[src/inc/wdrc_pkg.sv]
/*
  wdrc_pkg: constants and types for the watchdog and reset-key control block.
  Assumes a single 40 MHz ref_clk domain; the slow watchdog source is an
  input tick synchronous to ref_clk.
*/
package wdrc_pkg;
  // register indices
  localparam logic [1:0] ADDR_WDT_CTRL = 2'h0;
  localparam logic [1:0] ADDR_RST_FLAGS = 2'h1;
  localparam logic [1:0] ADDR_RST_KEY = 2'h2;
  localparam logic [1:0] ADDR_IRQ_STAT = 2'h3;
  localparam int ADDR_W = 3;
  localparam logic [ADDR_W-1:0] REG_WDT_CTRL = 3'h0;
  localparam logic [ADDR_W-1:0] REG_RST_FLAGS = 3'h1;
  localparam logic [ADDR_W-1:0] REG_RST_KEY = 3'h2;
  localparam logic [ADDR_W-1:0] REG_IRQ_STAT = 3'h3;
  localparam logic [ADDR_W-1:0] REG_IRQ_MASK = 3'h4;
  localparam logic [ADDR_W-1:0] REG_CPU_STAT = 3'h5;

  // watchdog control fields
  localparam logic [4:0] KEY_DISABLE = 5'h15;
  localparam logic [4:0] KEY_ENABLE = 5'h0A;
  localparam logic [4:0] KEY_POR = 5'h0A;
  localparam logic [2:0] PSEL_POR = 3'h3;
  localparam logic [7:0] WDT_CTRL_POR = 8'h53;

  // reset key register
  localparam logic [7:0] RKEY_A = 8'h55;
  localparam logic [7:0] RKEY_B = 8'hAA;
  localparam logic [7:0] RKEY_POR = 8'h55;

  // reset cause flag bit positions
  localparam int FLG_WDKEY = 0;
  localparam int FLG_SUPKEY = 1;
  localparam int FLG_LOWSUP = 2;
  localparam int FLG_RKEY = 3;
  localparam int FLG_W = 4;

  // interrupt status bit positions
  localparam int IRQ_TIMEOUT = 0;
  localparam int IRQ_KEYFAULT = 1;
  localparam int IRQ_W = 2;

  // counter: 19 bits of source periods, longest timeout 2^18
  localparam int CNT_W = 19;
  localparam int SRC_HZ = 32000;
  localparam int DELAY_DEF = 16;
  localparam int DLY_W = 16;

  // port reset value
  localparam logic [7:0] PORT_POR = 8'hFF;

  typedef enum logic [1:0] {
    WDRC_RUN,
    WDRC_KEYWAIT,
    WDRC_RESET
  } wdrc_state_t;

  typedef struct packed {
    logic clearInstr;
    logic haltInstr;
    logic lowPower;
  } wdrc_cpu_t;

  typedef struct packed {
    logic deviceReset;
    logic warmReset;
    logic pcClear;
  } wdrc_rst_t;

  // timeout length as exponent for a period select code
  function automatic logic [4:0] wdrc_exp(input logic [2:0] sel);
    unique case (sel)
      3'h0: wdrc_exp = 5'h08;
      3'h1: wdrc_exp = 5'h0A;
      3'h2: wdrc_exp = 5'h0C;
      3'h3: wdrc_exp = 5'h0E;
      3'h4: wdrc_exp = 5'h0F;
      3'h5: wdrc_exp = 5'h10;
      3'h6: wdrc_exp = 5'h11;
      3'h7: wdrc_exp = 5'h12;
    endcase
  endfunction

  function automatic logic wdrc_key_ok(input logic [4:0] k);
    wdrc_key_ok = (k == KEY_ENABLE) || (k == KEY_DISABLE);
  endfunction

  function automatic logic wdrc_rkey_ok(input logic [7:0] k);
    wdrc_rkey_ok = (k == RKEY_A) || (k == RKEY_B);
  endfunction
endpackage

[src/verilog/wdrc_top.sv]
/*
  wdrc_top: watchdog timer with keyed enable, reset-key register,
  reset cause flags and an event interrupt.
  Assumes ref_clk at 40 MHz; srcTick is a one-cycle pulse per period of
  the slow internal oscillator, synchronous to ref_clk; cpu strobes are
  one-cycle pulses from the core.
*/
// Decided for this implementation: the strobed register port and the placing of the registers.
// How it works
// - counter advances on slow oscillator ticks, timeout by power-of-two ratio
// - period select codes 0..7 give 2^8,10,12,14,15,16,17,18 periods
// - key 10101B disables watchdog, 01010B enables it
// - other key values reset device after delay, set watchdog-key flag
// - power-on loads enable key 01010B and period select 011
// - flag bit 0 set by key reset, cleared only by software zero or power-on reset
// - overflow in normal operation resets device, sets timeout flag
// - overflow in low power sets timeout, resets only PC and stack
// - count cleared by bad key, clear instruction or halt
// - reset key other than 55h or AAh resets device, sets its flag
// - reset key returns to 55h on all resets but low-power warm reset
// - power-on reset sets program counter to zero
// - power-on reset sets port data and direction registers to ones
// - flag bits 7..4 read zero; key flags power up cleared
// - halt sets power-down, clears timeout and watchdog count
// - power-down flag cleared by power-up or clear instruction
// - low-power overflow sets both timeout and power-down flags
`timescale 1ns/10ps
`default_nettype none
module wdrc_top
  import wdrc_pkg::*;
#(
  parameter int RESET_DELAY = DELAY_DEF
) (
  // clock and reset
  input wire logic ref_clk,
  input wire logic rst_n,
  // slow source tick
  input wire logic srcTick,
  // register port
  input wire logic [ADDR_W-1:0] regAddr,
  input wire logic [7:0] regWdata,
  input wire logic regWr,
  input wire logic regRd,
  output logic [7:0] regRdata,
  // cpu core
  input wire wdrc_cpu_t cpuIn,
  input wire logic lowSupplyEvent,
  // reset outputs
  output wdrc_rst_t rstOut,
  output logic [7:0] portPor,
  output logic timeoutFlag,
  output logic powerdownFlag,
  // interrupt
  output logic irq
);

  logic [4:0] enKey_ff;
  logic [2:0] psel_ff;
  logic [7:0] rkey_ff;
  logic [FLG_W-1:0] flags_ff;
  logic [IRQ_W-1:0] irqStat_ff;
  logic [IRQ_W-1:0] irqMask_ff;
  logic [CNT_W-1:0] cnt_ff;
  logic [DLY_W-1:0] dly_ff;
  logic to_ff;
  logic pdf_ff;
  logic devRst_ff;
  logic warm_ff;
  logic [7:0] rdata_ff;
  logic fromWdKey_ff;
  wdrc_state_t st_ff;

  logic wrCtrl;
  logic wrKey;
  logic wrFlags;
  logic wdEn;
  logic overflow;
  logic badWd;
  logic badRk;
  logic [CNT_W-1:0] limit;
  logic warmHit;
  logic hardHit;

  assign wrCtrl = regWr && (regAddr == REG_WDT_CTRL);
  assign wrKey = regWr && (regAddr == REG_RST_KEY);
  assign wrFlags = regWr && (regAddr == REG_RST_FLAGS);
  assign wdEn = (enKey_ff == KEY_ENABLE);
  assign badWd = !wdrc_key_ok(enKey_ff);
  assign badRk = !wdrc_rkey_ok(rkey_ff);
  assign limit = CNT_W'(1) << wdrc_exp(psel_ff);
  // at or past the limit, so a shorter period chosen mid-count cannot wrap
  assign overflow = wdEn && srcTick && (cnt_ff >= limit - CNT_W'(1));
  assign warmHit = overflow && cpuIn.lowPower;
  assign hardHit = overflow && !cpuIn.lowPower;

  // watchdog control register
  always_ff @(posedge ref_clk or negedge rst_n) begin
    if (!rst_n) begin
      enKey_ff <= KEY_POR;
      psel_ff <= PSEL_POR;
    end else if (devRst_ff) begin
      enKey_ff <= KEY_POR;
      psel_ff <= PSEL_POR;
    end else if (wrCtrl) begin
      enKey_ff <= regWdata[7:3];
      psel_ff <= regWdata[2:0];
    end
  end

  // reset key register
  always_ff @(posedge ref_clk or negedge rst_n) begin
    if (!rst_n) begin
      rkey_ff <= RKEY_POR;
    end else if (devRst_ff) begin
      rkey_ff <= RKEY_POR;
    end else if (wrKey) begin
      rkey_ff <= regWdata;
    end
  end

  // watchdog counter
  always_ff @(posedge ref_clk or negedge rst_n) begin
    if (!rst_n) begin
      cnt_ff <= '0;
    end else if (devRst_ff || overflow) begin
      cnt_ff <= '0;
    end else if (cpuIn.clearInstr || cpuIn.haltInstr) begin
      cnt_ff <= '0;
    end else if (wrCtrl && !wdrc_key_ok(regWdata[7:3])) begin
      cnt_ff <= '0;
    end else if (wdEn && srcTick) begin
      cnt_ff <= cnt_ff + CNT_W'(1);
    end
  end

  // key fault delay sequence
  always_ff @(posedge ref_clk or negedge rst_n) begin
    if (!rst_n) begin
      st_ff <= WDRC_RUN;
      dly_ff <= '0;
      fromWdKey_ff <= 1'b0;
    end else begin
      unique case (st_ff)
        WDRC_RUN: begin
          if (badWd || badRk) begin
            st_ff <= WDRC_KEYWAIT;
            dly_ff <= '0;
            fromWdKey_ff <= badWd;
          end
        end
        WDRC_KEYWAIT: begin
          if (srcTick) begin
            if (dly_ff == DLY_W'(RESET_DELAY - 1)) begin
              st_ff <= WDRC_RESET;
            end else begin
              dly_ff <= dly_ff + DLY_W'(1);
            end
          end
        end
        WDRC_RESET: begin
          st_ff <= WDRC_RUN;
        end
      endcase
    end
  end

  // device and warm reset pulses
  always_ff @(posedge ref_clk or negedge rst_n) begin
    if (!rst_n) begin
      devRst_ff <= 1'b0;
      warm_ff <= 1'b0;
    end else begin
      devRst_ff <= hardHit || (st_ff == WDRC_KEYWAIT && srcTick &&
        dly_ff == DLY_W'(RESET_DELAY - 1));
      warm_ff <= warmHit;
    end
  end

  // reset cause flags
  always_ff @(posedge ref_clk or negedge rst_n) begin
    if (!rst_n) begin
      flags_ff <= '0;
    end else begin
      for (int i = 0; i < FLG_W; i++) begin
        if (wrFlags && !regWdata[i]) begin
          flags_ff[i] <= 1'b0;
        end
      end
      if (lowSupplyEvent) begin
        flags_ff[FLG_LOWSUP] <= 1'b1;
      end
      // sticky: a key reset only sets its own flag, never clears the other
      if (st_ff == WDRC_RESET && fromWdKey_ff) begin
        flags_ff[FLG_WDKEY] <= 1'b1;
      end
      if (st_ff == WDRC_RESET && !fromWdKey_ff) begin
        flags_ff[FLG_RKEY] <= 1'b1;
      end
    end
  end

  // timeout and power-down status
  always_ff @(posedge ref_clk or negedge rst_n) begin
    if (!rst_n) begin
      to_ff <= 1'b0;
      pdf_ff <= 1'b0;
    end else if (overflow) begin
      to_ff <= 1'b1;
      if (cpuIn.lowPower) begin
        pdf_ff <= 1'b1;
      end
    end else if (cpuIn.haltInstr) begin
      pdf_ff <= 1'b1;
      to_ff <= 1'b0;
    end else if (cpuIn.clearInstr) begin
      pdf_ff <= 1'b0;
    end
  end

  // interrupt status and mask
  always_ff @(posedge ref_clk or negedge rst_n) begin
    if (!rst_n) begin
      irqStat_ff <= '0;
      irqMask_ff <= '0;
    end else begin
      if (regWr && regAddr == REG_IRQ_MASK) begin
        irqMask_ff <= regWdata[IRQ_W-1:0];
      end
      for (int i = 0; i < IRQ_W; i++) begin
        if (regWr && regAddr == REG_IRQ_STAT && regWdata[i]) begin
          irqStat_ff[i] <= 1'b0;
        end
      end
      if (overflow) begin
        irqStat_ff[IRQ_TIMEOUT] <= 1'b1;
      end
      if (st_ff == WDRC_RUN && (badWd || badRk)) begin
        irqStat_ff[IRQ_KEYFAULT] <= 1'b1;
      end
    end
  end

  // read data, one cycle after strobe
  always_ff @(posedge ref_clk or negedge rst_n) begin
    if (!rst_n) begin
      rdata_ff <= '0;
    end else if (regRd) begin
      unique case (regAddr)
        REG_WDT_CTRL: rdata_ff <= {enKey_ff, psel_ff};
        REG_RST_FLAGS: rdata_ff <= {4'h0, flags_ff};
        REG_RST_KEY: rdata_ff <= rkey_ff;
        REG_IRQ_STAT: rdata_ff <= {6'h00, irqStat_ff};
        REG_IRQ_MASK: rdata_ff <= {6'h00, irqMask_ff};
        REG_CPU_STAT: rdata_ff <= {6'h00, pdf_ff, to_ff};
        default: rdata_ff <= 8'h00;
      endcase
    end else begin
      rdata_ff <= 8'h00;
    end
  end

  assign regRdata = rdata_ff;
  assign irq = |(irqStat_ff & irqMask_ff);
  assign timeoutFlag = to_ff;
  assign powerdownFlag = pdf_ff;
  assign rstOut.deviceReset = devRst_ff;
  assign rstOut.warmReset = warm_ff;
  assign rstOut.pcClear = devRst_ff || warm_ff;
  assign portPor = PORT_POR;

endmodule
`default_nettype wire

[config.mk]
export PLATFORM = sky130hd
export DESIGN_NAME = wdrc_top
export DESIGN_NICKNAME = d
export VERILOG_FILES = /design/src/inc/wdrc_pkg.sv /design/src/verilog/wdrc_top.sv
export SDC_FILE = /design/constraint.sdc
export NUM_CORES = 1
export LEC_CHECK = 0
export BUFFER_PORTS_ARGS = -buffer_cell sky130_fd_sc_hd__clkbuf_2
export CAP_MARGIN = 30
export CORE_AREA = 3 3 95 97
export DETAILED_ROUTE_END_ITERATION = 10
export DIE_AREA = 0 0 98 100
export GPL_ROUTABILITY_DRIVEN = 0
export PLACE_DENSITY = 0.83
export SLEW_MARGIN = 25
export SYNTH_ARGS = -nofsm -noshare
export SYNTH_HDL_FRONTEND = slang
export SYNTH_SLANG_ARGS = --single-unit
[constraint.sdc]
create_clock -name ref_clk -period 8.45 [get_ports ref_clk]
set_input_delay 0.4225 -clock ref_clk [delete_from_list [all_inputs] [get_ports ref_clk]]
set_output_delay 0.4225 -clock ref_clk [all_outputs]
set_load 0.005 [all_outputs]
Word-level counts from Yosys, hierarchy flattened
Memories as Yosys holds them, arrays and structs flattened. Cells that the tools add are included.

$lt $le $gt $ge: 1. $add $sub $neg: 3. Shifts and indexed selects: 1. Reduce and logical (&&, ||, !) cells: 54. Bitwise logic cells: 1. Eq/ne operators: 19. Mux-type cells: 36.

Operator list (number): two-way mux 19 bit (4); two-way mux 16 bit (3); one-hot mux 8 bit (6 select lines) (1); one-hot mux 16 bit (2 select lines) (1); two-way mux 8 bit (3); logical AND 1 bit (20); adder 19 x 1 -> 19 bit (second input constant) (1); >= comparator 19 bit (1); << shifter 1 x 5 -> 19 bit (first input constant) (1); subtractor 19 x 1 -> 19 bit (second input constant) (1); nonzero test 2 bit (9); adder 16 x 1 -> 16 bit (second input constant) (1); == test 16 x 4 -> 1 bit (second input constant) (1); two-way mux 1 bit (16); == test 5 x 4 -> 1 bit (second input constant) (2); == test 5 bit (second input constant) (2); two-way mux 5 bit (2); == test 8 x 7 -> 1 bit (second input constant) (1); == test 8 bit (second input constant) (1); logical NOT 1 bit (8); logical OR 1 bit (8); != test 2 bit (second input constant) (4); == test 3 x 2 -> 1 bit (second input constant) (2); == test 3 bit (second input constant) (2); other kinds (16) (20).

ROM bits: 40. Memories: 1. Bits in registers: 73. Output and inout bits: 22. Logic and storage cells: 134. Input bits: 20.

Memories: (name not given) (words 8, width 5, rd ports 1, clocked after memory_dff 0, wr ports 0, line wdrc_pkg.sv:73) `unique case (sel)`.

Logic depth before layout (Yosys ltp)
Gate-level depths: netlist of run 1.

Depth after elaboration: 7. Mapped depth: 19. Depth with buffers taken out: 18.

Least setup slack after synthesis of run 1
Ideal clock, no wire load.

Path kind: flip-flop to flip-flop. Start: register psel_ff[0]. End: register cnt_ff[10]. Required time: 8.385 ns. Arrival time: 3.715 ns. Setup time: 0.065 ns. Period minus slack after synthesis: 3.780 ns. Cell stages (with the launch flop): 20. Path buffers: 1. Slack: 4.670 ns. Cell sequence: dfstp_2 > inv_1 > ha_1 > inv_1 > nand3_1 > inv_1 > nand4_1 > ha_1 > nor4_1 > a31oi_1 > o21ai_0 > nand2_1 > ha_1 > nand3_1 > o22ai_1 > a211oi_1 > nand3_1 > buf_2 > a2111oi_0 > a21o_1.

Longest elaborated chain between the ends: 7. Elaborated cells between the ends (all ways): 8. Those cells by class: add/sub (1); order compare (1); shift (1); mux (1); reduce/logical (3); memory (1).

Ends and longest elaborated chain: start, declared (line wdrc_top.sv:58) `logic [2:0] psel_ff;`; start signal, assigned (line wdrc_top.sv:106) `psel_ff <= regWdata[2:0];`; memory read (8 x 5 bit) *; << shifter 1 x 5 -> 19 bit * (line wdrc_top.sv:90) `assign limit = CNT_W'(1) << wdrc_exp(psel_ff);`; subtractor 19 x 1 -> 19 bit * (line wdrc_top.sv:92) `assign overflow = wdEn && srcTick && (cnt_ff >= limit - CNT_W'(1));`; >= comparator 19 bit * (line wdrc_top.sv:92); logical AND 1 bit * (line wdrc_top.sv:92); logical OR 1 bit * (line wdrc_top.sv:125) `end else if (devRst_ff || overflow) begin`; nonzero test 4 bit (no line) / two-way mux 19 bit (equally long branches); end signal, assigned (line wdrc_top.sv:132) `cnt_ff <= cnt_ff + CNT_W'(1);`; end, declared (line wdrc_top.sv:63) `logic [CNT_W-1:0] cnt_ff;`.

Every way passes the cells marked *; elsewhere a longest branch is shown, timed or not. A chain may end at the register's enable or synchronous reset.

Worst setup path after layout of run 1
Start: register psel_ff[0]. End: register cnt_ff[6].

Same word-level chain as after synthesis.

==> results of run 1 <==
[area by class of cell]
class / instances / area share
Tap cell: 105 / 0.02600
Clock buffer: 10 / 0.02526
Timing Repair Buffer: 36 / 0.04111
Multi-Input combinational cell: 393 / 0.5235
Sequential cell: 73 / 0.3635
Inverter: 16 / 0.01189
Clock inverter: 6 / 0.008668
[registers in the layout, indices dropped and copies added (netlist names)]
register and cells:
psel_ff 3, devRst_ff 1, irqMask_ff 2, timeoutFlag 1, irqStat_ff 2, dly_ff 16, fromWdKey_ff 1, st_ff 2
warm_ff 1, regRdata 8, cnt_ff 19, powerdownFlag 1, rkey_ff 8, flags_ff 3, enKey_ff 5
[final timing paths]
kind	to	slack, ns	depth (start not counted)
setup / recovery	cnt_ff[6]	3.91	18
hold / removal	regRdata[7]	0.03	2
setup reg to reg	cnt_ff[6]	3.91	18
hold reg to reg	dly_ff[8]	0.51	1
max in group asynchronous	rkey_ff[4]	7.83	3
min in group ref_clk	devRst_ff	0.27	2
[cells by family (layout without fill, tap and decap cells)]
logic type,count (synthesis),in the layout
other,1,8
AOI/OAI and AO/OA,135,135
adders and majority gates,24,24
muxes,20,20
xor gates and xnor gates,3,3
DFF,73,73
buffers and inverters,47,68
and+or+nand+nor,203,203
[Yosys cell counts, types with 4 or more instances]
| cell | n | area (µm²) |
|---|---|---|
| mux2i_1 | 16 | 160.2 |
| buf_4 | 12 | 90.09 |
| nand2_1 | 58 | 217.7 |
| nor2_1 | 33 | 123.9 |
| a22o_1 | 5 | 43.79 |
| nand4_1 | 6 | 37.54 |
| and4bb_2 | 4 | 50.05 |
| or3_1 | 6 | 37.54 |
| a211o_1 | 7 | 61.31 |
| nand2b_1 | 14 | 87.58 |
| nor2b_1 | 7 | 43.79 |
| o31ai_1 | 9 | 67.56 |
| a31oi_1 | 6 | 37.54 |
| nor3_1 | 6 | 30.03 |
| nor4_1 | 5 | 31.28 |
| dfrtp_1 | 65 | 1627 |
| nand3_1 | 25 | 125.1 |
| or2_2 | 9 | 56.30 |
| buf_2 | 6 | 30.03 |
| a21oi_1 | 15 | 75.07 |
| inv_1 | 16 | 60.06 |
| and2_1 | 4 | 25.02 |
| a2111oi_0 | 15 | 131.4 |
| clkbuf_1 | 11 | 41.29 |
| o21ai_0 | 40 | 200.2 |
| dfstp_2 | 8 | 210.2 |
| ha_1 | 24 | 300.3 |
| a21o_1 | 20 | 150.1 |
[metal layers]
layer | up-vias | GRT usage | share of wire
met5 | - | 0 | 0
met4 | 0 | 0.08946 | 0.024
met3 | 28 | 0.04100 | 0.052
met2 | 116 | 0.3754 | 0.49
met1 | 1943 | 0.3001 | 0.43
li1 | 1886 | - | -
[power breakdown]
group          internal [µW]  total, µW  switching, µW
clock                    108        247            140
sequential               390        428           37.9
combinational           96.2        252            156
[stage by stage]
stage                     hold WS, ns  power (µW)  setup slack, ns  area (µm²)
after detailed placement       0.4973       680.1            3.954        4846
after global routing          0.04895       981.2            3.366        5052
after CTS                      0.2585       927.0            3.954        5017
after floorplan                0.1269       613.5            4.670        4720
after global placement         0.4630       661.1            4.193        4846
final                         0.02535       926.9            3.909        5052
==> impl_metrics.yaml, run 1 <==
worst_hold_path:
  hp-class: "input pin to async pin"
finish:
  multi_input_comb_area_mm2: 0.002645
  drive_gt1_frac: 0.1742
  syn_to_final_growth_pct: 7.651
  final_cell_mix: "dfrtp_1 (65), nand2_1 (58), o21ai_0 (40), nor2_1 (33), clkbuf_2 (32)"
  instances_no_fill: 639
  fin_util: 0.6149
  num-nets-final: 573
  diodes: 0
  ff_latch_area_mm2: 0.001837
  layout_commonest_cell: "dfrtp_1"
  n_fill_cell: 680
logic_synthesis:
  synth-simple-area-share: 0.2357
  synth_mux_area_frac: 0.04852
  synth_ff_type: "dfrtp_1"
  syn_inst: 506
  yosysSeqAreaShare: 0.3914
  avgSynthCellArea_um2: 9.275
  synth_top_family_by_area: "simple AND/OR/NAND/NOR gates"
  async_reset_ff_frac: 1.000
  yosys_warnings: 0
  synth_edf_count: 0
  synth.cell_area_mm2: 0.004693
  synthAdderAreaFrac: 0.06398
  yosysUniqueCellTypes: 69
  synth_compound_gate_area_share: 0.2034
  synth-xor-area-share: 0.005599
  synth-seq-cells: 73
detailed_routing:
  num_vias: 3973
  avgViaCountPerCell: 6.218
  avgRoutedWirePerCell_um: 17.08
  drc_errors: 0
  drtAntennaViolNets: 0
  drtIter0Drc: 293
  firstDrtPassIters: 5
  routed_wl_um: 10910
floorplanning:
  die_area_mm2: 0.009800
  io_pins: 42
  die_h_um: 100
  coreArea_mm2: 0.008217
  row_count: 33
  initial_core_util: 0.5712
  die_width_um: 98
critical_path:
  crit_fanout: 19
  critPathRequiredTime_ns: 8.75
  critPathLaunchType: "flip-flop"
  crit_family: "compound AO/OA/AOI/OAI gates"
  cp.arrival_ns: 4.84
  end_kind: "flip-flop"
  timing.rr.start: "psel_ff[0]"
  path_buf_inv: 3
  crit_path_cell_trace: "inv_1, ha_1, inv_1, nand3_1, inv_1, nand4_1, ha_1, nor4_1, a31oi_1, o21ai_0, nand2_1, ha_1, nand3_1, o22ai_1, a211oi_1, nand3_1, a2111oi_0, a21o_1"
  crit_path_start: "psel_ff[0]"
  slowest_delay_ns: 0.63
  worstSetupPathType: "flip-flop to flip-flop"
  crit_slowest_cell: "a2111oi_0"
power_and_ir_drop:
  power.density_mw_per_mm2: 183.5
  leakage_uw: 0.002366
  ir_drop_mv: 0.09253
clock_network:
  clockBufferDepth: 2
  cts_buffers: 9
  insertion_delay_ns: 0.36
  cts_tree: "built"
  clk_pin_slew_ns: 0.08
  cts_resized: 0
  clock-sinks: 73
  htreeDepth: 3
  holdBufCountCts: 0
  cts_root_buf: "clkbuf_8"
  cts_setup_buffers: 0
job:
  cap_violations: 0
status:
  status: "finished, final reports clean"
place:
  dp.cells: 621
  dp.final_hpwl_um: 7762
  io_buffer_count: 33
global_routing:
  antenna_found_initial: 0
  grt_max_degree: 74
  grtUsageTotal: 0.2280
  first_global_vias: 3758
  grt_pass1_wl_um: 18220
  grt_overflow_total: 0
timing:
  hold_viol_final: 0
  rsz0062_at_grt: "no"
  worstMarginPinSlew_ns: 0.7968
  slew_violations: 0
  clock_skew_ns: 0.01251
  setup_viol: 0
  period_needed_ns: 4.541
  min_period_over_period: 0.5374
  max_freq_mhz: 220.2
  slew_headroom: 0.4682
  tns_ns: 0
Power figures use the tool's default switching activity.
==> run 2: changes to the inputs <==
Settings changed: CORE_AREA 3 3 95 97 to 3 3 98 100, DIE_AREA 0 0 98 100 to 0 0 101 103, PLACE_DENSITY 0.83 to 0.82.
Clock period 8.45 ns to 4.09 ns, I/O delays scaled along.
==> impl_metrics.yaml, run 2 (synthesis results as in run 1) <==
timing:
  clock_skew_ns: 0.01263
  worstMarginPinSlew_ns: 1.179
  period_needed_ns: 3.823
  slew_headroom: 0.2119
  max_freq_mhz: 261.5
  min_period_over_period: 0.9348
  slew_violations: 0
  hold_viol_final: 0
  setup_viol: 0
  setup_ws_ns: 0.2665
clock_network:
  cts_root_buf: "clkbuf_8"
  clock-sinks: 73
  cts_tree: "built"
  cts_buffers: 9
  htreeDepth: 3
  insertion_delay_ns: 0.36
  clockBufferDepth: 2
  clk_pin_slew_ns: 0.08
critical_path:
  worstSetupPathType: "flip-flop to flip-flop"
  cp.arrival_ns: 4.12
  crit_fanout: 19
  end_kind: "flip-flop"
  critPathRequiredTime_ns: 4.38
  critPathLaunchType: "flip-flop"
power_and_ir_drop:
  power.density_mw_per_mm2: 390.2
  leakage_uw: 0.002423
  ir_drop_mv: 0.1868
floorplanning:
  row_count: 34
  coreArea_mm2: 0.008763
  die_area_mm2: 0.01040
  die_h_um: 103
  io_pins: 42
  die_width_um: 101
  initial_core_util: 0.5356
detailed_routing:
  drtIter0Drc: 230
  num_vias: 4067
  drc_errors: 0
  firstDrtPassIters: 5
  drtAntennaViolNets: 0
  avgRoutedWirePerCell_um: 17.73
  routed_wl_um: 11470
  avgViaCountPerCell: 6.286
finish:
  largest_register: "cnt_ff"
  drive_gt1_frac: 0.2189
  syn_to_final_growth_pct: 12.66
  num-nets-final: 578
  n_fill_cell: 689
  layout_commonest_cell: "dfrtp_1"
  multi_input_comb_area_mm2: 0.002768
  fin_util: 0.6034
  largest_register_ffs: 19
  diodes: 0
  ff_latch_area_mm2: 0.001837
  biggestRegsByFlops: "cnt_ff: 19 flops, dly_ff: 16 flops"
  final_cell_mix: "dfrtp_1 (65), nand2_1 (58), o21ai_0 (39), nor2_1 (33), clkbuf_2 (32)"
global_routing:
  grt_overflow_total: 0
  antenna_found_initial: 0
  grt_pass1_wl_um: 17680
  grtUsageTotal: 0.2123
  grt_max_degree: 74
  first_global_vias: 3747
place:
  io_buffer_count: 33
  dp.final_hpwl_um: 7349
  dpl_worst_slack_ns: 0.07310
job:
  cap_violations: 0
status:
  status: "finished, final reports clean"
worst_hold_path:
  hp-class: "input pin to flip-flop"
## run 2: cell types whose count changed in the layout (fill, tap and decap cells not counted), moves of 2 or more
cell	change
nand3_2	+2
bufinv_16	+2
inv_1	-2
a2111oi_0	-15
a2111oi_2	+15
nand3_1	-2
buf_4	+3
inv_2	+2
## run 2: metal layers
layer,share of wire,wire length (µm),GRT usage,vias to the layer above
li1,-,-,-,1893
met1,0.43,4975,0.2811,2014
met2,0.50,5739,0.3418,133
met3,0.044,506,0.04127,27
met4,0.022,248,0.08998,0
met5,0,0,0,-
## run 2: per-stage QoR
step           hold slack [ns]  setup TNS (ns)  cell area [µm²]  total power, µW  std cells
6_report               0.03575               0             5288             2063        647
3_3_place_gp            0.3958               0             4882             1377        628
3_5_place_dp            0.3951               0             4882             1406        628
5_1_grt                0.03578         -0.3744             5288             2172        647
2_1_floorplan         -0.09109               0             4720             1267        513
4_1_cts                0.02759               0             5100             2039        644
## run 2: final cells by class
type	count	area share
multi-input combinational	393	0.5234
sequential	73	0.3474
timing repair buffer	41	0.05111
clock buffer	10	0.02414
inverter	16	0.01136
clock inverter	6	0.01704
tap	108	0.02556
## run 2: path summary, 6_finish.rpt
path / slack (ns) / end / from / depth (start not counted)
max: 0.27 / cnt_ff[15] / psel_ff[1] / 19
min: 0.04 / flags_ff[2] / lowSupplyEvent / 2
max reg2reg: 0.27 / cnt_ff[15] / psel_ff[1] / 19
min reg2reg: 0.52 / flags_ff[3] / fromWdKey_ff / 1
max in group asynchronous: 3.23 / psel_ff[1] / rst_n / 3
min in group asynchronous: 0.26 / cnt_ff[4] / rst_n / 2
## run 2: worst max-delay path, cell delays in order, from the launching register on
cell and delay [ns]:
dfstp_2 0.57, inv_1 0.10, ha_1 0.24, inv_2 0.11
nand3_2 0.10, inv_2 0.12, nand4_1 0.12, ha_1 0.25
nor4_1 0.23, a31oi_1 0.07, o21ai_1 0.14, nand2_1 0.07
ha_1 0.33, nand3_2 0.12, o22ai_1 0.12, a211oi_2 0.22
nand3_1 0.14, buf_8 0.20, a2111oi_2 0.39, a21o_1 0.13
## run 2: power by group
| group | internal, µW | switching (µW) |
|---|---|---|
| Combinational | 213 | 331 |
| Sequential | 805 | 78.4 |
| Clock | 346 | 290 |
## run 2: what timing repair did
action,4_1_cts,5_1_grt
setup buffers,0,1
setup endpoints to repair,0,24
resized for setup,0,43
hold buffers,0,1
endpoints found under the hold margin,0,15
